--- src/ued_pkg.sv ---
// Shared constants for the USB device endpoint control block
package ued_pkg;
  // Register byte offsets
  localparam logic [7:0] REG_CTRL  = 8'h00;
  localparam logic [7:0] REG_ADDR  = 8'h04;
  localparam logic [7:0] REG_INT   = 8'h08;
  localparam logic [7:0] REG_INTEN = 8'h0c;
  localparam logic [7:0] REG_EP_NUMBER_SEL = 8'h10;
  localparam logic [7:0] REG_EPCFG = 8'h14;
  localparam logic [7:0] REG_EPSTA = 8'h18;

  // Control register fields
  localparam int CTRL_MACRO  = 0;
  localparam int CTRL_DETACH = 1;
  localparam int CTRL_FREEZE = 2;
  localparam int CTRL_SIDE   = 3;
  localparam int CTRL_GO     = 4;

  // Address register fields
  localparam int ADDR_W     = 7;
  localparam int ADDR_VALID = 7;
  localparam logic [ADDR_W-1:0] DEF_ADDR = 7'h00;

  // Event flag and enable fields
  localparam int INT_SUSP = 0;
  localparam int INT_WAKE = 1;
  localparam int INT_FS   = 8;

  // Endpoint configuration fields
  localparam int EPW      = 3;
  localparam int CFG_ACT  = 0;
  localparam int CFG_SIZE = 1;
  localparam int SIZE_W   = 3;
  localparam int CFG_BANK = 4;
  localparam int CFG_RES  = 5;
  localparam int CFG_STALL = 6;
  localparam int CFG_CTL  = 7;
  localparam int CFG_OK   = 8;
  localparam int EP_MIN_BYTES = 8;

  // Endpoint status fields
  localparam int STA_SETUP = 0;
  localparam int STA_OUT   = 1;
  localparam int STA_IN    = 2;
  localparam int STA_BANK  = 3;
  localparam int STA_RW    = 4;

  // Packet kinds from the protocol engine
  localparam logic [1:0] PKT_SETUP = 2'h0;
  localparam logic [1:0] PKT_OUT   = 2'h1;
  localparam logic [1:0] PKT_IN    = 2'h2;

  // Handshake answers
  localparam logic [1:0] HS_ACK   = 2'h0;
  localparam logic [1:0] HS_NAK   = 2'h1;
  localparam logic [1:0] HS_STALL = 2'h2;
  localparam logic [1:0] HS_DATA  = 2'h3;

  // Bus responses
  localparam logic [1:0] RESP_OKAY   = 2'h0;
  localparam logic [1:0] RESP_SLVERR = 2'h2;

  // Idle line state {dp, dm} in full speed
  localparam logic [1:0] LINE_J = 2'h2;

  // Suspend timing
  localparam int CLK_PERIOD_NS = 10;
  localparam int SUSPEND_US    = 3000;
  localparam int SUSPEND_CYC   = SUSPEND_US * 1000 / CLK_PERIOD_NS;
endpackage
--- src/ued_ctrl.sv ---
// USB device endpoint control: register slave, endpoint state and handshakes
//
// Implementation choices: the address map and the AXI4-Lite register port.
`timescale 1ns/1ps
`default_nettype none
module ued_ctrl #(
  parameter int NEP         = 7,
  parameter int RAM_BYTES   = 1024,
  parameter int IDLE_CYCLES = ued_pkg::SUSPEND_CYC
) (
  input  wire logic                      aclk,
  input  wire logic                      aresetn,
  input  wire logic                      s_awvalid,
  output logic                           s_awready,
  input  wire logic [7:0]                s_awaddr,
  input  wire logic [2:0]                s_awprot,
  input  wire logic                      s_wvalid,
  output logic                           s_wready,
  input  wire logic [31:0]               s_wdata,
  input  wire logic [3:0]                s_wstrb,
  output logic                           s_bvalid,
  input  wire logic                      s_bready,
  output logic [1:0]                     s_bresp,
  input  wire logic                      s_arvalid,
  output logic                           s_arready,
  input  wire logic [7:0]                s_araddr,
  input  wire logic [2:0]                s_arprot,
  output logic                           s_rvalid,
  input  wire logic                      s_rready,
  output logic [31:0]                    s_rdata,
  output logic [1:0]                     s_rresp,
  input  wire logic                      line_dp,
  input  wire logic                      line_dm,
  input  wire logic                      bus_reset,
  input  wire logic                      pkt_valid,
  input  wire logic [1:0]                pkt_type,
  input  wire logic [ued_pkg::EPW-1:0]   pkt_ep,
  input  wire logic [ued_pkg::ADDR_W-1:0] pkt_addr,
  output logic                           hs_valid,
  output logic [1:0]                     hs_code,
  output logic                           hs_toggle,
  output logic                           pullup_en,
  output logic                           fs_mode,
  output logic                           clk_frozen,
  output logic [ued_pkg::EPW-1:0]        flow_ep,
  output logic                           flow_run,
  output logic                           irq
);
  import ued_pkg::*;

  typedef struct packed {
    logic                       aw_have;
    logic [7:0]                 aw_a;
    logic                       w_have;
    logic [31:0]                w_d;
    logic [3:0]                 w_s;
    logic                       awready;
    logic                       wready;
    logic                       bvalid;
    logic [1:0]                 bresp;
    logic                       arready;
    logic                       rvalid;
    logic [31:0]                rdata;
    logic [1:0]                 rresp;
    logic                       macro_on;
    logic                       detach;
    logic                       freeze;
    logic                       side;
    logic                       go;
    logic                       run;
    logic [EPW-1:0]             cpu_ep;
    logic [EPW-1:0]             flow_ep;
    logic [ADDR_W-1:0]          addr;
    logic                       addr_valid;
    logic                       susp;
    logic                       wake;
    logic                       fs;
    logic                       en_susp;
    logic                       en_wake;
    logic [NEP-1:0]             act;
    logic [NEP-1:0]             bank;
    logic [NEP-1:0]             res;
    logic [NEP-1:0]             stall;
    logic [NEP-1:0]             ctl;
    logic [NEP-1:0]             setup;
    logic [NEP-1:0]             outrx;
    logic [NEP-1:0]             inrdy;
    logic [NEP-1:0]             fifo;
    logic [NEP-1:0]             tog;
    logic [NEP-1:0][SIZE_W-1:0] size;
    logic                       hs_valid;
    logic [1:0]                 hs_code;
    logic                       hs_toggle;
    logic                       irq;
  } ued_st_t;

  // Detached at reset, so the host sees nothing until firmware is ready
  localparam ued_st_t ST_RST = '{detach: 1'b1, inrdy: '1, default: '0};

  ued_st_t        st;
  ued_st_t        nx;
  logic [NEP-1:0] cfg_ok;
  logic           pkt_ok;
  logic           susp_evt;
  logic           wake_evt;

  ued_line_mon #(
    .IDLE_CYCLES (IDLE_CYCLES)
  ) u_mon (
    .aclk     (aclk),
    .aresetn  (aresetn),
    .line_dp  (line_dp),
    .line_dm  (line_dm),
    .susp_evt (susp_evt),
    .wake_evt (wake_evt)
  );

  // Valid only if active, reserved and the banks fit the shared buffer ram
  for (genvar i = 0; i < NEP; i++) begin : g_ep
    assign cfg_ok[i] = st.act[i] && st.res[i] &&
      ((32'(EP_MIN_BYTES) << ({1'b0, st.size[i]} + 4'(st.bank[i])))
        <= 32'(RAM_BYTES));
  end

  // Address filter uses the default address until the valid bit is set
  assign pkt_ok = pkt_valid && st.macro_on && ({1'b0, pkt_ep} < 4'(NEP)) &&
                  cfg_ok[pkt_ep] &&
                  (pkt_addr == (st.addr_valid ? st.addr : DEF_ADDR));

  always_comb begin
    logic [EPW-1:0] c;
    logic [EPW-1:0] e;
    logic [31:0]    rd;
    logic [31:0]    wd;
    logic [1:0]     rr;
    c           = st.cpu_ep;
    e           = pkt_ep;
    rd          = '0;
    wd          = st.w_d;
    rr          = RESP_OKAY;
    nx          = st;
    nx.hs_valid = 1'b0;

    // Read channel: answer registered on the same edge that takes the address
    if (st.rvalid && s_rready) begin
      nx.rvalid = 1'b0;
    end
    if (s_arvalid && st.arready) begin
      if (s_araddr == REG_CTRL) begin
        rd[CTRL_MACRO]  = st.macro_on;
        rd[CTRL_DETACH] = st.detach;
        rd[CTRL_FREEZE] = st.freeze;
        rd[CTRL_SIDE]   = st.side;
        rd[CTRL_GO]     = st.go;
      end else if (s_araddr == REG_ADDR) begin
        rd[ADDR_W-1:0]  = st.addr;
        rd[ADDR_VALID]  = st.addr_valid;
      end else if (s_araddr == REG_INT) begin
        rd[INT_SUSP] = st.susp;
        rd[INT_WAKE] = st.wake;
        rd[INT_FS]   = st.fs;
      end else if (s_araddr == REG_INTEN) begin
        rd[INT_SUSP] = st.en_susp;
        rd[INT_WAKE] = st.en_wake;
      end else if (s_araddr == REG_EP_NUMBER_SEL) begin
        rd[EPW-1:0] = st.side ? st.flow_ep : st.cpu_ep;
      end else if (s_araddr == REG_EPCFG) begin
        if ({1'b0, c} < 4'(NEP)) begin
          rd[CFG_ACT]                 = st.act[c];
          rd[CFG_SIZE +: SIZE_W]      = st.size[c];
          rd[CFG_BANK]                = st.bank[c];
          rd[CFG_RES]                 = st.res[c];
          rd[CFG_STALL]               = st.stall[c];
          rd[CFG_CTL]                 = st.ctl[c];
          rd[CFG_OK]                  = cfg_ok[c];
        end
      end else if (s_araddr == REG_EPSTA) begin
        if ({1'b0, c} < 4'(NEP)) begin
          rd[STA_SETUP] = st.setup[c];
          rd[STA_OUT]   = st.outrx[c];
          rd[STA_IN]    = st.inrdy[c];
          // Bank bits mean nothing on a control endpoint
          rd[STA_BANK]  = st.fifo[c] && !st.ctl[c];
          rd[STA_RW]    = st.fifo[c] && !st.ctl[c];
        end
      end else begin
        rr = RESP_SLVERR;
      end
      nx.rvalid = 1'b1;
      nx.rdata  = rd;
      nx.rresp  = rr;
    end
    nx.arready = !nx.rvalid;

    // Write channel: address and data taken in either order
    if (st.bvalid && s_bready) begin
      nx.bvalid = 1'b0;
    end
    if (s_awvalid && st.awready) begin
      nx.aw_have = 1'b1;
      nx.aw_a    = s_awaddr;
    end
    if (s_wvalid && st.wready) begin
      nx.w_have = 1'b1;
      nx.w_d    = s_wdata;
      nx.w_s    = s_wstrb;
    end
    if (st.aw_have && st.w_have && !st.bvalid) begin
      nx.aw_have = 1'b0;
      nx.w_have  = 1'b0;
      nx.bvalid  = 1'b1;
      nx.bresp   = RESP_OKAY;
      // All fields sit in the low byte; other lanes are ignored
      if (st.aw_a == REG_CTRL) begin
        if (st.w_s[0]) begin
          nx.macro_on = wd[CTRL_MACRO];
          nx.detach   = wd[CTRL_DETACH];
          nx.freeze   = wd[CTRL_FREEZE];
          nx.side     = wd[CTRL_SIDE];
          nx.go       = wd[CTRL_GO];
        end
      end else if (st.aw_a == REG_ADDR) begin
        if (st.w_s[0]) begin
          nx.addr       = wd[ADDR_W-1:0];
          nx.addr_valid = wd[ADDR_VALID];
        end
      end else if (st.aw_a == REG_INT) begin
        // Writing zero clears a flag, writing one leaves it alone
        if (st.w_s[0]) begin
          nx.susp = st.susp && wd[INT_SUSP];
          nx.wake = st.wake && wd[INT_WAKE];
        end
      end else if (st.aw_a == REG_INTEN) begin
        if (st.w_s[0]) begin
          nx.en_susp = wd[INT_SUSP];
          nx.en_wake = wd[INT_WAKE];
        end
      end else if (st.aw_a == REG_EP_NUMBER_SEL) begin
        if (st.w_s[0]) begin
          if (st.side) begin
            nx.flow_ep = wd[EPW-1:0];
          end else begin
            nx.cpu_ep = wd[EPW-1:0];
          end
        end
      end else if (st.aw_a == REG_EPCFG) begin
        if (st.w_s[0] && ({1'b0, c} < 4'(NEP))) begin
          nx.act[c]   = wd[CFG_ACT];
          nx.size[c]  = wd[CFG_SIZE +: SIZE_W];
          nx.bank[c]  = wd[CFG_BANK];
          nx.res[c]   = wd[CFG_RES];
          nx.stall[c] = wd[CFG_STALL];
          nx.ctl[c]   = wd[CFG_CTL];
        end
      end else if (st.aw_a == REG_EPSTA) begin
        // Clearing a flag hands the bank back to the hardware
        if (st.w_s[0] && ({1'b0, c} < 4'(NEP))) begin
          nx.setup[c] = st.setup[c] && wd[STA_SETUP];
          nx.outrx[c] = st.outrx[c] && wd[STA_OUT];
          nx.inrdy[c] = st.inrdy[c] && wd[STA_IN];
          nx.fifo[c]  = st.fifo[c] && wd[STA_BANK];
        end
      end else begin
        nx.bresp = RESP_SLVERR;
      end
    end
    nx.awready = !nx.aw_have && !nx.bvalid;
    nx.wready  = !nx.w_have && !nx.bvalid;

    // Address invalidated by macro off or bus reset
    if (!nx.macro_on) begin
      nx.addr_valid = 1'b0;
    end
    if (bus_reset) begin
      nx.addr       = DEF_ADDR;
      nx.addr_valid = 1'b0;
    end

    // Line events come after firmware clears, so a set always wins
    if (susp_evt) begin
      nx.susp = 1'b1;
      nx.fs   = 1'b1;
      nx.wake = 1'b0;
    end
    if (wake_evt) begin
      nx.wake = 1'b1;
      nx.susp = 1'b0;
    end

    // Handshake choice; retry (bank not ready) is checked before stall
    if (pkt_ok) begin
      nx.hs_valid  = 1'b1;
      nx.hs_toggle = st.tog[e];
      if (pkt_type == PKT_SETUP) begin
        nx.hs_code  = HS_ACK;
        nx.setup[e] = 1'b1;
        nx.outrx[e] = 1'b0;
        nx.stall[e] = 1'b0;
        nx.tog[e]   = 1'b1;
      end else if (pkt_type == PKT_OUT) begin
        if (st.outrx[e] || st.fifo[e]) begin
          nx.hs_code = HS_NAK;
        end else if (st.stall[e]) begin
          nx.hs_code = HS_STALL;
        end else begin
          nx.hs_code  = HS_ACK;
          nx.outrx[e] = 1'b1;
          nx.fifo[e]  = !st.ctl[e];
          nx.tog[e]   = !st.tog[e];
        end
      end else begin
        if (st.inrdy[e]) begin
          nx.hs_code = HS_NAK;
        end else if (st.stall[e]) begin
          nx.hs_code = HS_STALL;
        end else begin
          nx.hs_code  = HS_DATA;
          nx.inrdy[e] = 1'b1;
          nx.tog[e]   = !st.tog[e];
        end
      end
    end

    // Inactive endpoints sit in reset; configuration fields are kept
    // Applied last, so a packet in the deactivating cycle leaves no flag behind
    for (int i = 0; i < NEP; i++) begin
      if (!nx.act[i]) begin
        nx.setup[i] = 1'b0;
        nx.outrx[i] = 1'b0;
        nx.fifo[i]  = 1'b0;
        nx.inrdy[i] = 1'b1;
        nx.tog[i]   = 1'b0;
      end
    end

    nx.run = nx.go && nx.macro_on;
    nx.irq = (nx.susp && nx.en_susp) || (nx.wake && nx.en_wake);
  end

  // Single synchronous register for the whole state
  always_ff @(posedge aclk) begin
    if (!aresetn) begin
      st <= ST_RST;
    end else begin
      st <= nx;
    end
  end

  // Outputs straight from the state register
  assign s_awready  = st.awready;
  assign s_wready   = st.wready;
  assign s_bvalid   = st.bvalid;
  assign s_bresp    = st.bresp;
  assign s_arready  = st.arready;
  assign s_rvalid   = st.rvalid;
  assign s_rdata    = st.rdata;
  assign s_rresp    = st.rresp;
  assign hs_valid   = st.hs_valid;
  assign hs_code    = st.hs_code;
  assign hs_toggle  = st.hs_toggle;
  assign pullup_en  = !st.detach;
  assign fs_mode    = st.fs;
  assign clk_frozen = st.freeze;
  assign flow_ep    = st.flow_ep;
  assign flow_run   = st.run;
  assign irq        = st.irq;
endmodule
`default_nettype wire

--- src/ued_line_mon.sv ---
// Line monitor: synchronises data lines, detects suspend idle and wake
`timescale 1ns/1ps
`default_nettype none
module ued_line_mon #(
  parameter int IDLE_CYCLES = ued_pkg::SUSPEND_CYC
) (
  input  wire logic aclk,
  input  wire logic aresetn,
  input  wire logic line_dp,
  input  wire logic line_dm,
  output logic      susp_evt,
  output logic      wake_evt
);
  import ued_pkg::*;

  typedef struct packed {
    logic [1:0]  s1;
    logic [1:0]  s2;
    logic [1:0]  prev;
    logic [31:0] cnt;
    logic        fired;
    logic        susp;
    logic        wake;
  } ued_mon_t;

  localparam ued_mon_t MON_RST = '{s1: LINE_J, s2: LINE_J, prev: LINE_J, default: '0};

  ued_mon_t st;
  ued_mon_t nx;

  // Stage one feeds stage two only; all decisions look at stage two
  always_comb begin
    nx      = st;
    nx.s1   = {line_dp, line_dm};
    nx.s2   = st.s1;
    nx.prev = st.s2;
    nx.susp = 1'b0;
    nx.wake = (st.s2 != LINE_J) && (st.prev == LINE_J);
    if (st.s2 != st.prev) begin
      nx.cnt   = '0;
      nx.fired = 1'b0;
    end else if (!st.fired) begin
      nx.cnt = st.cnt + 32'h1;
      // One pulse per idle stretch, so firmware is not flooded
      if (st.cnt + 32'h1 >= 32'(IDLE_CYCLES)) begin
        nx.susp  = 1'b1;
        nx.fired = 1'b1;
      end
    end
  end

  always_ff @(posedge aclk) begin
    if (!aresetn) begin
      st <= MON_RST;
    end else begin
      st <= nx;
    end
  end

  assign susp_evt = st.susp;
  assign wake_evt = st.wake;
endmodule
`default_nettype wire

--- config.mk ---
export PLATFORM = sky130hd
export DESIGN_NAME = ued_ctrl
export DESIGN_NICKNAME = d
export VERILOG_FILES = /design/src/ued_pkg.sv /design/src/ued_ctrl.sv /design/src/ued_line_mon.sv
export SDC_FILE = /design/constraint.sdc
export NUM_CORES = 1
export LEC_CHECK = 0
export BUFFER_PORTS_ARGS = -buffer_cell sky130_fd_sc_hd__buf_2
export CAP_MARGIN = 20
export CELL_PAD_IN_SITES_DETAIL_PLACEMENT = 1
export CELL_PAD_IN_SITES_GLOBAL_PLACEMENT = 2
export CORE_MARGIN = 3
export CORE_UTILIZATION = 36
export CTS_CLUSTER_DIAMETER = 120
export DETAILED_ROUTE_END_ITERATION = 10
export PLACE_DENSITY = 0.9
export SLEW_MARGIN = 20
export SYNTH_ARGS = -nofsm -noshare
export SYNTH_HDL_FRONTEND = slang
export SYNTH_HIERARCHICAL = 1
export SYNTH_SLANG_ARGS = --single-unit
export TNS_END_PERCENT = 100
--- constraint.sdc ---
create_clock -name aclk -period 2.61 [get_ports aclk]
set_input_delay 0.3915 -clock aclk [delete_from_list [all_inputs] [get_ports aclk]]
set_output_delay 0.3915 -clock aclk [all_outputs]
set_load 0.03 [all_outputs]
### After elaboration in Yosys (flattened, before gate mapping)

Index checks and enable logic that the tools add are counted.

| operators by class | value |
|---|---|
| reduce and logical (&&, ||, !) cells | 72 |
| shifts and indexed selects | 7 |
| muxes and demuxes | 158 |
| $add $sub $neg | 8 |
| magnitude comparators | 14 |
| bitwise gates (word level) | 15 |
| divide/modulo/power cells | 0 |
| $mul | 0 |
| equality and inequality tests | 20 |

Operator list:

| kind | count |
|---|---|
| 2-to-1 mux 65 bit | 4 |
| less-or-equal comparator 32 x 12 -> 1 bit, second input constant | 7 |
| left shift 4 x 4 -> 32 bit, first input constant | 7 |
| 2-to-1 mux 35 bit | 4 |
| 2-to-1 mux 63 bit | 2 |
| 2-to-1 mux 7 bit | 17 |
| 2-to-1 mux 28 bit | 3 |
| 2-to-1 mux 9 bit | 9 |
| bitwise mux 7 bit | 11 |
| 2-to-1 mux 5 bit | 13 |
| 2-to-1 mux 2 bit | 31 |
| binary-select mux 1 bit (select 3 bit) | 17 |
| == test 8 x 5 -> 1 bit, second input constant | 6 |
| 2-to-1 mux 14 bit | 3 |
| logical AND 1 bit | 41 |
| 2-to-1 mux 37 bit | 1 |
| adder 32 x 1 -> 32 bit, second input constant | 1 |
| == test 8 x 4 -> 1 bit, second input constant | 4 |
| greater-or-equal comparator 32 x 19 -> 1 bit, second input constant | 1 |
| adder 3 x 1 -> 4 bit | 7 |
| OR 7 bit | 4 |
| 2-to-1 mux 1 bit | 26 |
| AND reduction 8 bit | 3 |
| bitwise mux 21 bit | 1 |
| 29 further kinds | 71 |

| word-level totals | value |
|---|---|
| memory bits (read-only) | 0 |
| memories | 0 |
| bits of input ports | 81 |
| memory bits (writable) | 0 |
| latch bits | 0 |
| logic and storage cells | 380 |
| flip-flop bits (word level) | 226 |

### Depth between registers and ports, before layout

Gate-level depths: netlist of the first run.

| depth | value |
|---|---|
| depth after elaboration | 28 |
| gate-level depth with buffers | 11 |
| gate-level depth less buffers | 9 |

### By module

Netlist of the first run, hierarchy kept.

By module, submodules not included:

| module | cells each | times used | area each (µm²) |
|---|---|---|---|
| ued_ctrl | 1064 | 1 | 8982.4 |
| ued_line_mon | 299 | 1 | 2409.8 |

### Worst setup path before layout of the first run

OpenSTA, ideal clock, no wires.

| timing path | value |
|---|---|
| path kind | flip-flop to flip-flop |
| start | register st[23] in the netlist's numbering |
| end | register st[48] in the netlist's numbering |
| data arrival time | 2.303 ns |
| data required time | 2.494 ns |
| setup slack | 0.191 ns |
| stages on the path, launching flop included | 11 |
| path through | dfxtp_1 -> ha_1 -> ha_1 -> nand3_1 -> a21oi_1 -> o311ai_1 -> nand4_2 -> nor4_2 -> buf_2 -> a221oi_1 -> a31o_1 |

| between the ends | value |
|---|---|
| longest elaborated chain between the ends | 9 |

Ends and longest elaborated chain:

| item | RTL line | RTL |
|---|---|---|
| start: declaration | ued_ctrl.sv:100 | `ued_st_t st;` |
| start signal: assignment | ued_ctrl.sv:345 | `st <= nx;` |
| adder 3 x 1 -> 4 bit | ued_ctrl.sv:121 | `((32'(EP_MIN_BYTES) << ({1'b0, st.size[i]} + 4'(st.bank[i])))` |
| left shift 4 x 4 -> 32 bit | ued_ctrl.sv:121 |  |
| less-or-equal comparator 32 x 12 -> 1 bit | ued_ctrl.sv:122 | `<= 32'(RAM_BYTES));` |
| logical AND 1 bit | ued_ctrl.sv:120 | `assign cfg_ok[i] = st.act[i] && st.res[i] &&` |
| binary-select mux 1 bit (select 3 bit) | ued_ctrl.sv:127 | `cfg_ok[pkt_ep] &&` |
| 2-to-1 mux 1 bit (not written as such) | ued_ctrl.sv:127 |  |
| logical AND 1 bit | ued_ctrl.sv:126 | `assign pkt_ok = pkt_valid && st.macro_on && ({1'b0, pkt_ep} < 4'(NEP)) &&` |
| logical AND 1 bit | ued_ctrl.sv:127 |  |
| 2-to-1 mux 35 bit | ued_ctrl.sv:291 | `if (pkt_ok) begin` |

No other way between the ends. The select of a mux whose other input is x is not followed.
A chain may end at the register's enable or synchronous reset.

### Worst setup path after layout of the first run

| timing path | value |
|---|---|
| start | register st[14] in the netlist's numbering |
| end | register st[46] in the netlist's numbering |

The elaborated chain is that of the path after synthesis.

==> metrics.yaml, run 1 <==
start_util_pct: 36.9
synthCells: 1363
critical_path.most_common_cell: "buf_4"
slew_violations: 0
synth_top_cell_by_area: "dfxtp_1"
drc: 0
leakagePower_nw: 5.29
cts_tree: "yes"
dieArea_mm2: 0.0338
wl_um: 40500
hold_end: "st[101]"
crit_chain: "buf_4 > ha_2 > and2_4 > a22oi_2 > a41oi_2 > a221o_1 > buf_4 > nor3_2 > nand4_1 > buf_6 > o21ai_1"
route.vias.total: 10942
async_flop_share_pct: 0
clock_latency_ns: 0.45
synth.distinct_cells: 93
dr.pass1.iters: 5
cp_max_fo: 7
grt_pass1_wl_um: 62800
drt_iter0_drc: 855
power.density_mw_per_mm2: 465
synth_top_area_share_pct: 34.6
cp.arrival_ns: 2.98
hold_class: "in -> reg"
boundaryPins: 134
period_needed_ns: 2.59
yosysSeqAreaShare_pct: 34.6
placementRows: 64
min_from: "bus_reset"
max_freq_mhz: 385
ys_seq_elements: 197
grt_pass1_vias: 11297
gp_congestion: 0.949
hold_path_depth: 2
syn_area_per_cell_um2: 8.36
cts_max_path_buffers: 2
post-route-period-util_pct: 99.4
die_w_um: 184
final_util_pct: 43.3
grt_max_degree: 42
cp_data_required_time_ns: 3.00
hold_viol_final: 0
worst_pin_slew_ns: 0.807
cpPeakStageDelay_ns: 0.42
yosysMostFrequentCell: "dfxtp_1"
drive_above_1_share_pct: 21.6
final_nets: 1582
dieHeight_um: 184
dp_hpwl_um: 29900
crit_path_end_kind: "flop"
ff2ff_path_depth: 11
regToRegSetupSlack_ns: 0.02
run_status: "complete, no violations"
finClkSkew_ns: 0.0111
synth-main-ff-cell: "dfxtp_1"
ant_nets: 0
synth_edf_count: 0
cp_slowest_cell: "a221o_1"
syn2layout_area_growth_pct: 17.6
vdd_drop_max_uv: 471
power_mw: 6.23
antenna_cells: 0
final_cells: 1888
vias_per_cell: 5.80
cts_sinks: 197
wl_per_cell_um: 21.5
setup_viol: 0
overflow: 0
core_mm2: 0.0309
r2r_end: "st[46]"
path_clk_slew_ns: 0.08
placed_cells: 1847
root_buffer: "clkbuf_16"
io_buffers: 75
grt_usage_pct: 23.5
r2r_start: "st[14]"
tns_ns: 0
antenna_found_initial: 0
relSlewSlack_pct: 46.2
numCtsBuffers: 17
synth_area_leaders: "dfxtp_1, mux2i_1, nand2_1"
syn-cell-area_mm2: 0.0114
synth_warnings: 6
ctsHtreeMaxLevel: 4
max_cap_viol_count: 0
worstSetupPathType: "reg -> reg"
start_kind: "flop"
yosys-top-cells-count: "dfxtp_1, nand2_1, nor2_1, a21oi_1, mux2i_1"
[per-layer routing]
metal	wire [µm]	vias up	share of wire [%]	track usage [%]
met4	1090	0	2.7	8.62
met3	1960	69	4.8	3.42
met2	19800	351	49	40.4
met5	0	-	0	0
li1	-	5104	-	-
met1	17700	5418	44	29.8
[layout by cell type (no fill, tap or decap), types with 17 or more instances in the layout]
cell type,instances
xor2_1,19
conb_1,25
xnor2_1,26
ha_1,17
a211oi_1,25
o21ai_0,25
nor2_1,140
inv_1,18
nor3_1,32
buf_4,113
nor2b_1,17
dfxtp_1,194
nand2_1,160
a21oi_1,86
clkbuf_16,17
nand2b_1,18
a22oi_1,19
mux2i_1,76
buf_2,75
nand3_1,49
[logic make-up after synthesis]
family | after synthesis | synth area share, %
compound gates | 288 | 17.1
simple gates | 560 | 26.1
mux | 100 | 9.43
xor+xnor | 45 | 3.46
other cells | 1 | 0.0329
flops | 197 | 34.6
fa+ha+maj | 22 | 2.42
buf+inv | 150 | 6.82
[flip-flops by register name (all words and copies together), names as in the netlist, 2 cells and up]
register,flops
flow_ep,3
hs_code,2
s_rdata,9
st,129
u_mon/nx,4
u_mon/st,35
[final cells by class]
class / instances / area [µm²]
fill: 3720 / 17500
multi-input combinational: 1040 / 6940
sequential: 197 / 3950
timing repair buffer: 197 / 1350
tap: 396 / 495
clock buffer: 19 / 453
clock inverter: 13 / 109
inverter: 26 / 97.6
[critical path: cells and delay by family (launching register included)]
family	cells	cell delay, ns
buf+inv	3	0.52
simple gates	3	0.48
flops	1	0.34
fa+ha+maj	1	0.20
compound gates	4	0.99
[where the power goes]
part	internal, mW	switching, mW	total [mW]
clock	1.31	1.33	2.63
sequential	3.04	0.0427	3.08
combinational	0.164	0.360	0.524
total	4.51	1.73	6.23
[timing repair]
item                       4_1_cts  5_1_grt
gates cloned                     0        0
pin swaps                        6       15
hold buffers                     0        0
setup buffers                    4        5
resized for setup                8       32
setup endpoints to repair       20       41
[worst max path at each step]
stage | from | endpoint | slack (ns) | cells past startpoint
finish | st[14] | st[46] | 0.02 | 11
global route | st[23] | st[46] | -0.11 | 11
CTS | st[86] | st[39] | 0.0006 | 11
detailed placement | st[20] | st[70] | -0.16 | 9
global placement | st[20] | st[70] | -0.05 | 9
floorplan | st[23] | st[48] | 0.19 | 10
[metrics by stage]
| stage | hold WS, ns | cell area, µm² | setup slack (ns) |
|---|---|---|---|
| 2_1_floorplan | 0.386 | 11500 | 0.191 |
| 3_3_place_gp | 0.396 | 12600 | -0.0481 |
| 3_5_place_dp | 0.402 | 12600 | -0.163 |
| 4_1_cts | 0.112 | 13200 | 0.000565 |
| 5_1_grt | 0.123 | 13400 | -0.114 |
| 6_report | 0.125 | 13400 | 0.0157 |
Power figures use the tool's default switching activity.
==> run 2, diff against run 1 <==
--- a/config.mk
+++ b/config.mk
@@ -5,15 +5,16 @@
 export SDC_FILE = /design/constraint.sdc
 export NUM_CORES = 1
 export LEC_CHECK = 0
+export ABC_AREA = 1
 export BUFFER_PORTS_ARGS = -buffer_cell sky130_fd_sc_hd__buf_2
 export CAP_MARGIN = 20
 export CELL_PAD_IN_SITES_DETAIL_PLACEMENT = 1
 export CELL_PAD_IN_SITES_GLOBAL_PLACEMENT = 2
 export CORE_MARGIN = 3
-export CORE_UTILIZATION = 36
+export CORE_UTILIZATION = 32
 export CTS_CLUSTER_DIAMETER = 120
 export DETAILED_ROUTE_END_ITERATION = 10
-export PLACE_DENSITY = 0.9
+export PLACE_DENSITY = 0.89
 export SLEW_MARGIN = 20
 export SYNTH_ARGS = -nofsm -noshare
 export SYNTH_HDL_FRONTEND = slang
==> metrics.yaml, run 2 <==
run_status: "complete, no violations"
wl_per_cell_um: 17.5  # -18%
overflow: 0  # unchanged
vias_per_cell: 5.02  # -13%
ctsHoldBuffers: 0  # unchanged
setup_viol: 0  # unchanged
synthCells: 1849  # +36%
start_util_pct: 32.7  # -4.1 points
dp_hpwl_um: 33000  # +11%
worst_pin_slew_ns: 0.764  # -0.0422 ns
crit_path_start: "st[14]"
layout_setup_ws_ns: 0.198  # +0.183 ns
cts_tree: "yes"
yosys-top-cells-count: "nand2_1, nor2_1, dfxtp_1, inv_1, a21oi_1"
die_w_um: 198  # +7.5%
grt_pass1_vias: 12267  # +8.6%
antenna_found_initial: 0  # unchanged
clock_latency_ns: 0.46  # about the same
synth-main-ff-cell: "dfxtp_1"
leakagePower_nw: 6.22  # +18%
yosysMostFrequentCell: "nand2_1"
min_from: "line_dm"
synth_top_cell_by_area: "dfxtp_1"
ctsHtreeMaxLevel: 4  # unchanged
ant_nets: 0  # unchanged
regMostFlops: "st"
route.vias.total: 12092  # +11%
core_mm2: 0.0359  # +16%
cp.arrival_ns: 2.76  # -0.22 ns
drive_above_1_share_pct: 13.1  # -8.6 points
synthXorXnorAreaFrac_pct: 0.884  # -2.6 points
yosysSeqAreaShare_pct: 33.6  # -1.0 points
tns_ns: 0  # unchanged
drc: 0  # unchanged
placed_cells: 2375  # +29%
power_mw: 6.41  # +2.9%
max_freq_mhz: 415  # +7.6%
grt_max_degree: 29  # -31%
grt_pass1_wl_um: 66800  # +6.3%
async_flop_share_pct: 0  # unchanged
finClkSkew_ns: 0.0186  # +0.00747 ns
dieHeight_um: 198  # +7.5%
antenna_cells: 0  # unchanged
largest_reg_flops: 129  # unchanged
boundaryPins: 134  # unchanged
synth_compound_area_share_pct: 14.8  # -2.3 points
r2r_start: "st[14]"
synth_simple_gate_area_share_pct: 36.6  # +11 points
synth_adder_area_share_pct: 2.34  # -0.073 points
layout_commonest_cell: "nand2_1"
max_cap_viol_count: 0  # unchanged
gp_congestion: 0.892  # -6.0%
worstSetupPathType: "reg -> reg"
vdd_drop_max_uv: 499  # +5.8%
final_util_pct: 37.1  # -6.3 points
io_buffers: 75  # unchanged
synth_edf_count: 0  # unchanged
grt_usage_pct: 21.8  # -1.7 points
wl_um: 42200  # +4.1%
numCtsBuffers: 17  # unchanged
syn_area_per_cell_um2: 6.35  # -24%
dieArea_mm2: 0.0390  # +15%
synth_area_leaders: "dfxtp_1, nand2_1, nor2_1"
start_kind: "flop"
hold_class: "in -> reg"
dr.pass1.iters: 5  # unchanged
cp_max_fo: 5  # -2
syn-cell-area_mm2: 0.0117  # +3.1%
period_needed_ns: 2.41  # -0.183 ns
path_clk_slew_ns: 0.07  # about the same
relSlewSlack_pct: 49.0  # +2.8 points
synth_top_family_by_area: "simple AND/OR/NAND/NOR gates"
placementRows: 69  # +7.8%
rsz0062_at_grt: "false"
drt_iter0_drc: 483  # -44%
hold_viol_final: 0  # unchanged
cp_data_required_time_ns: 2.96  # -0.04 ns
synth_top_area_share_pct: 33.6  # -1.0 points
synth_warnings: 6  # unchanged
final_nets: 2036  # +29%
dp_slack_ns: 0.0976  # +0.260 ns
post-route-period-util_pct: 92.4  # -7.0 points
crit_path_end_kind: "flop"
final_cells: 2407  # +27%
slew_violations: 0  # unchanged
final_cell_mix: "nand2_1, nor2_1, dfxtp_1"
ys_seq_elements: 197  # unchanged
synthMuxAreaShare_pct: 0.0959  # -9.3 points
synth.distinct_cells: 51  # -45%
cts_max_path_buffers: 2  # unchanged
syn2layout_area_growth_pct: 13.3
power.density_mw_per_mm2: 482  # +3.5%
cts_sinks: 197  # unchanged
root_buffer: "clkbuf_16"
-- run 2: cell types whose count changed after synthesis, moves of 42 or more --
cell,delta
inv_1,+174
mux2i_1,-76
a21oi_1,+56
nand2_1,+385
nand3_1,+42
nor2_1,+84
o21ai_0,+115
-- run 2: worst max-delay path: stages (launching register included) --
cell and delay [ns]:
dfxtp_1 0.35, ha_1 0.22, ha_1 0.27, nand2_1 0.07, a21oi_1 0.06, nand2_1 0.10
nand2_1 0.12, nand2_1 0.08, nand2_1 0.08, nor2_2 0.19, nand2_2 0.17, buf_4 0.22
nor2_4 0.11, nand2_1 0.11, and3_1 0.16
-- run 2: layer usage --
metal / wire, µm / part of all wire (%) / global-route usage [%] / vias up
li1: - / - / - / 6016
met1: 19300 / 46 / 27.9 / 5817
met2: 20300 / 48 / 38.0 / 196
met3: 1350 / 3.2 / 2.56 / 63
met4: 1220 / 2.9 / 7.47 / 0
met5: 0 / 0 / 0 / -
-- run 2: kinds of logic (layout without fill, tap and decap cells) --
kind of cell / Yosys count / after routing
and+or+nand+nor: 986 / 986
adders and majority gates: 22 / 22
muxes: 1 / 1
other: 1 / 25
AOI/OAI and AO/OA: 326 / 326
xor gates and xnor gates: 11 / 11
buffers and inverters: 305 / 378
DFF: 197 / 197
-- run 2: report_power, final --
group | internal [mW] | total, mW | switching, mW
clock network | 1.40 | 2.83 | 1.43
logic | 0.133 | 0.507 | 0.375
registers | 3.04 | 3.07 | 0.0312
-- run 2: cell type report --
class	count	area, µm²
clock inverters	15	196
repair buffers	132	816
flip-flops and latches	197	3950
inverters	214	805
fillers	4728	22600
well taps	461	577
clock buffers	17	425
multi-input cells	1371	6540
-- run 2: path summary, 6_finish.rpt --
check                               endpoint  slack (ns)  depth (start not counted)
worst max-delay path                  st[68]        0.20                         14
worst min-delay path            u_mon/nx[37]        0.12                          3
worst max register to register        st[68]        0.20                         14
worst min register to register  u_mon/nx[35]        0.42                          2
-- run 2: metrics by stage --
stage | instance area [µm²] | hold slack (ns)
4_1_cts | 13300 | 0.102
2_1_floorplan | 11800 | 0.390
6_report | 13300 | 0.121
3_5_place_dp | 12700 | 0.406
3_3_place_gp | 12700 | 0.395
5_1_grt | 13300 | 0.112
-- run 2: repair_timing --
| item | in CTS | in global routing |
|---|---|---|
| gates resized for setup | 0 | 5 |
| setup buffers | 0 | 0 |
| setup endpoints to repair | 0 | 21 |
==> run 3, diff against run 2 <==
--- a/config.mk
+++ b/config.mk
@@ -15,7 +15,6 @@
 export CTS_CLUSTER_DIAMETER = 120
 export DETAILED_ROUTE_END_ITERATION = 10
 export PLACE_DENSITY = 0.89
-export SLEW_MARGIN = 20
 export SYNTH_ARGS = -nofsm -noshare
 export SYNTH_HDL_FRONTEND = slang
 export SYNTH_HIERARCHICAL = 1
==> constraint.sdc (replaced) <==
create_clock -name aclk -period 2.5 [get_ports aclk]
set_input_delay 0.375 -clock aclk [delete_from_list [all_inputs] [get_ports aclk]]
set_output_delay 0.375 -clock aclk [all_outputs]
set_load 0.03 [all_outputs]
==> metrics.yaml, run 3 (synthesized netlist as in run 2, its figures left out) <==
run_status: "complete, no violations"
leakagePower_nw: 6.23  # about the same
finClkSkew_ns: 0.0142  # -0.00443 ns
crit_chain: "buf_4 > nand2_1 > o21ai_0 > inv_1 > o21ai_0 > nand3_1 > nand2_1 > a21oi_1"
regMostFlops: "st"
syn2layout_area_growth_pct: 13.3  # about the same
overflow: 0  # unchanged
antenna_cells: 0  # unchanged
drc: 0  # unchanged
cp_data_required_time_ns: 2.85  # -0.11 ns
p_sw_share_pct: 27.8  # -0.86 points
die_w_um: 198  # unchanged
grt_pass1_wl_um: 66200  # -0.87%
wl_per_cell_um: 17.5  # -0.25%
worstSetupPathType: "reg -> reg"
dieHeight_um: 198  # unchanged
regToRegSetupSlack_ns: 0.16  # -0.04 ns
grt_pass1_vias: 12248  # -0.15%
rsz0062_at_grt: "false"
pwr-share-comb_pct: 8.3  # +0.4 points
root_buffer: "clkbuf_16"
hold_class: "in -> reg"
boundaryPins: 134  # unchanged
slew_violations: 0  # unchanged
crit_path_end_kind: "flop"
hold_viol_final: 0  # unchanged
drive_above_1_share_pct: 13.3  # +0.22 points
placementRows: 69  # unchanged
holdWs_ns: 0.108  # -0.0133 ns
core_mm2: 0.0359  # unchanged
max_cap_viol_count: 0  # unchanged
power.density_mw_per_mm2: 483  # +0.19%
vias_per_cell: 5.03  # about the same
place_area_mm2: 0.0127  # +0.49%
cts_max_path_buffers: 2  # unchanged
grt_max_degree: 30  # +3.4%
pwr-share-clk_pct: 41.8  # -2.4 points
cp_slowest_cell: "o21ai_0"
pwr-share-seq_pct: 49.9  # +2.0 points
largest_reg_flops: 129  # unchanged
relSlewSlack_pct: 45.0  # -4.0 points
wl_um: 42200  # about the same
vdd_drop_max_uv: 510  # +2.3%
grt_usage_pct: 21.5  # -0.24 points
cp.arrival_ns: 2.68  # -0.08 ns
cts_tree: "yes"
route.vias.total: 12133  # +0.34%
ctsHtreeMaxLevel: 4  # unchanged
start_util_pct: 32.7  # unchanged
ctsHoldBuffers: 0  # unchanged
period_needed_ns: 2.34  # -0.0730 ns
cts_sinks: 197  # unchanged
dieArea_mm2: 0.0390  # unchanged
ant_nets: 0  # unchanged
cpPeakStageDelay_ns: 0.70  # +0.35 ns
numCtsBuffers: 17  # unchanged
path_clk_slew_ns: 0.08  # about the same
antenna_found_initial: 0  # unchanged
drt_iter0_drc: 696  # +44%
worst_pin_slew_ns: 0.817  # +0.0524 ns
dr.pass1.iters: 5  # unchanged
p_sw_mw: 1.79  # -2.8%
io_buffers: 75  # unchanged
gp_congestion: 0.880  # -1.3%
final_area_mm2: 0.0133  # about the same
intPower_mw: 4.64  # +1.4%
setup_viol: 0  # unchanged
post-route-period-util_pct: 93.5  # +1.1 points
crit_buf_inv: 2  # +1
layout_commonest_cell: "nand2_1"
start_kind: "flop"
clock_latency_ns: 0.46  # about the same
final_nets: 2042  # +0.29%
dp_hpwl_um: 32900  # -0.41%
cp_max_fo: 5  # unchanged
final_cell_mix: "nand2_1, nor2_1, dfxtp_1"
tns_ns: 0  # unchanged
final_util_pct: 37.1  # about the same
nFillCells: 4757  # +0.61%
crit_family: "compound AO/OA/AOI/OAI gates"
max_freq_mhz: 428  # +3.1%
==> run 3: cell types whose count changed in the layout (fill, tap and decap cells not counted), sizes merged <==
| cell | change |
|---|---|
| clkbuf | +4 |
| inv | -5 |
| clkinvlp | +3 |
| buf | +6 |
| bufinv | -1 |
| clkinv | -1 |
==> run 3: power by group through the flow <==
| stage | Sequential [mW] | Combinational (mW) | Clock (mW) |
|---|---|---|---|
| floorplan | 3.28 | 0.348 | 0 |
| global placement | 3.28 | 0.515 | 0 |
| detailed placement | 3.28 | 0.523 | 0 |
| CTS | 3.21 | 0.527 | 2.74 |
| global route | 3.21 | 0.582 | 2.87 |
| finish | 3.21 | 0.531 | 2.69 |
==> run 3: worst reg2reg max path: cells and delay by family (launching register included) <==
| family | cells | cell delay (ns) |
|---|---|---|
| and+or+nand+nor | 3 | 0.44 |
| buffers and inverters | 2 | 0.34 |
| AOI/OAI and AO/OA | 3 | 0.98 |
| DFF | 1 | 0.48 |
==> run 3: timing repair <==
| item | in CTS | in global routing |
|---|---|---|
| pin swaps | 0 | 1 |
| buffers inserted | 0 | 1 |
| endpoints found under the hold margin | 0 | 0 |
| cloned | 0 | 0 |
| endpoints found under the setup margin | 1 | 36 |
| resized for setup | 1 | 7 |
==> run 3: through the flow <==
step	setup WS (ns)	power, mW	std cells
2_1_floorplan	0.568	3.63	1873
3_3_place_gp	0.0614	3.79	2380
3_5_place_dp	0.0319	3.80	2380
4_1_cts	0.00181	6.48	2412
5_1_grt	0.00138	6.67	2413
6_report	0.162	6.43	2413
==> run 3: worst paths after layout <==
check,startpoint,endpoint,cells after the start
max,st[114],s_rdata[4],8
min,bus_reset,st[101],2
max reg2reg,st[114],s_rdata[4],8
min reg2reg,u_mon/nx[37],u_mon/nx[35],2
==> run 3: routing by layer <==
metal / wire length, µm / share of wire [%] / vias up / track usage [%]
met5: 0 / 0 / - / 0
met4: 941 / 2.2 / 0 / 6.37
met3: 1500 / 3.6 / 44 / 2.68
met2: 20600 / 49 / 216 / 38.4
met1: 19100 / 45 / 5847 / 27.2
li1: - / - / 6026 / -
==> run 3: area by class of cell <==
cell class	instances	area, µm²	area share, %
inverters	214	805	6.04
clock buffers	21	450	3.38
flip-flops and latches	197	3950	29.6
repair buffers	138	886	6.65
multi-input cells	1371	6550	49.2
clock inverters	11	93.8	0.705
well taps	461	577	4.33
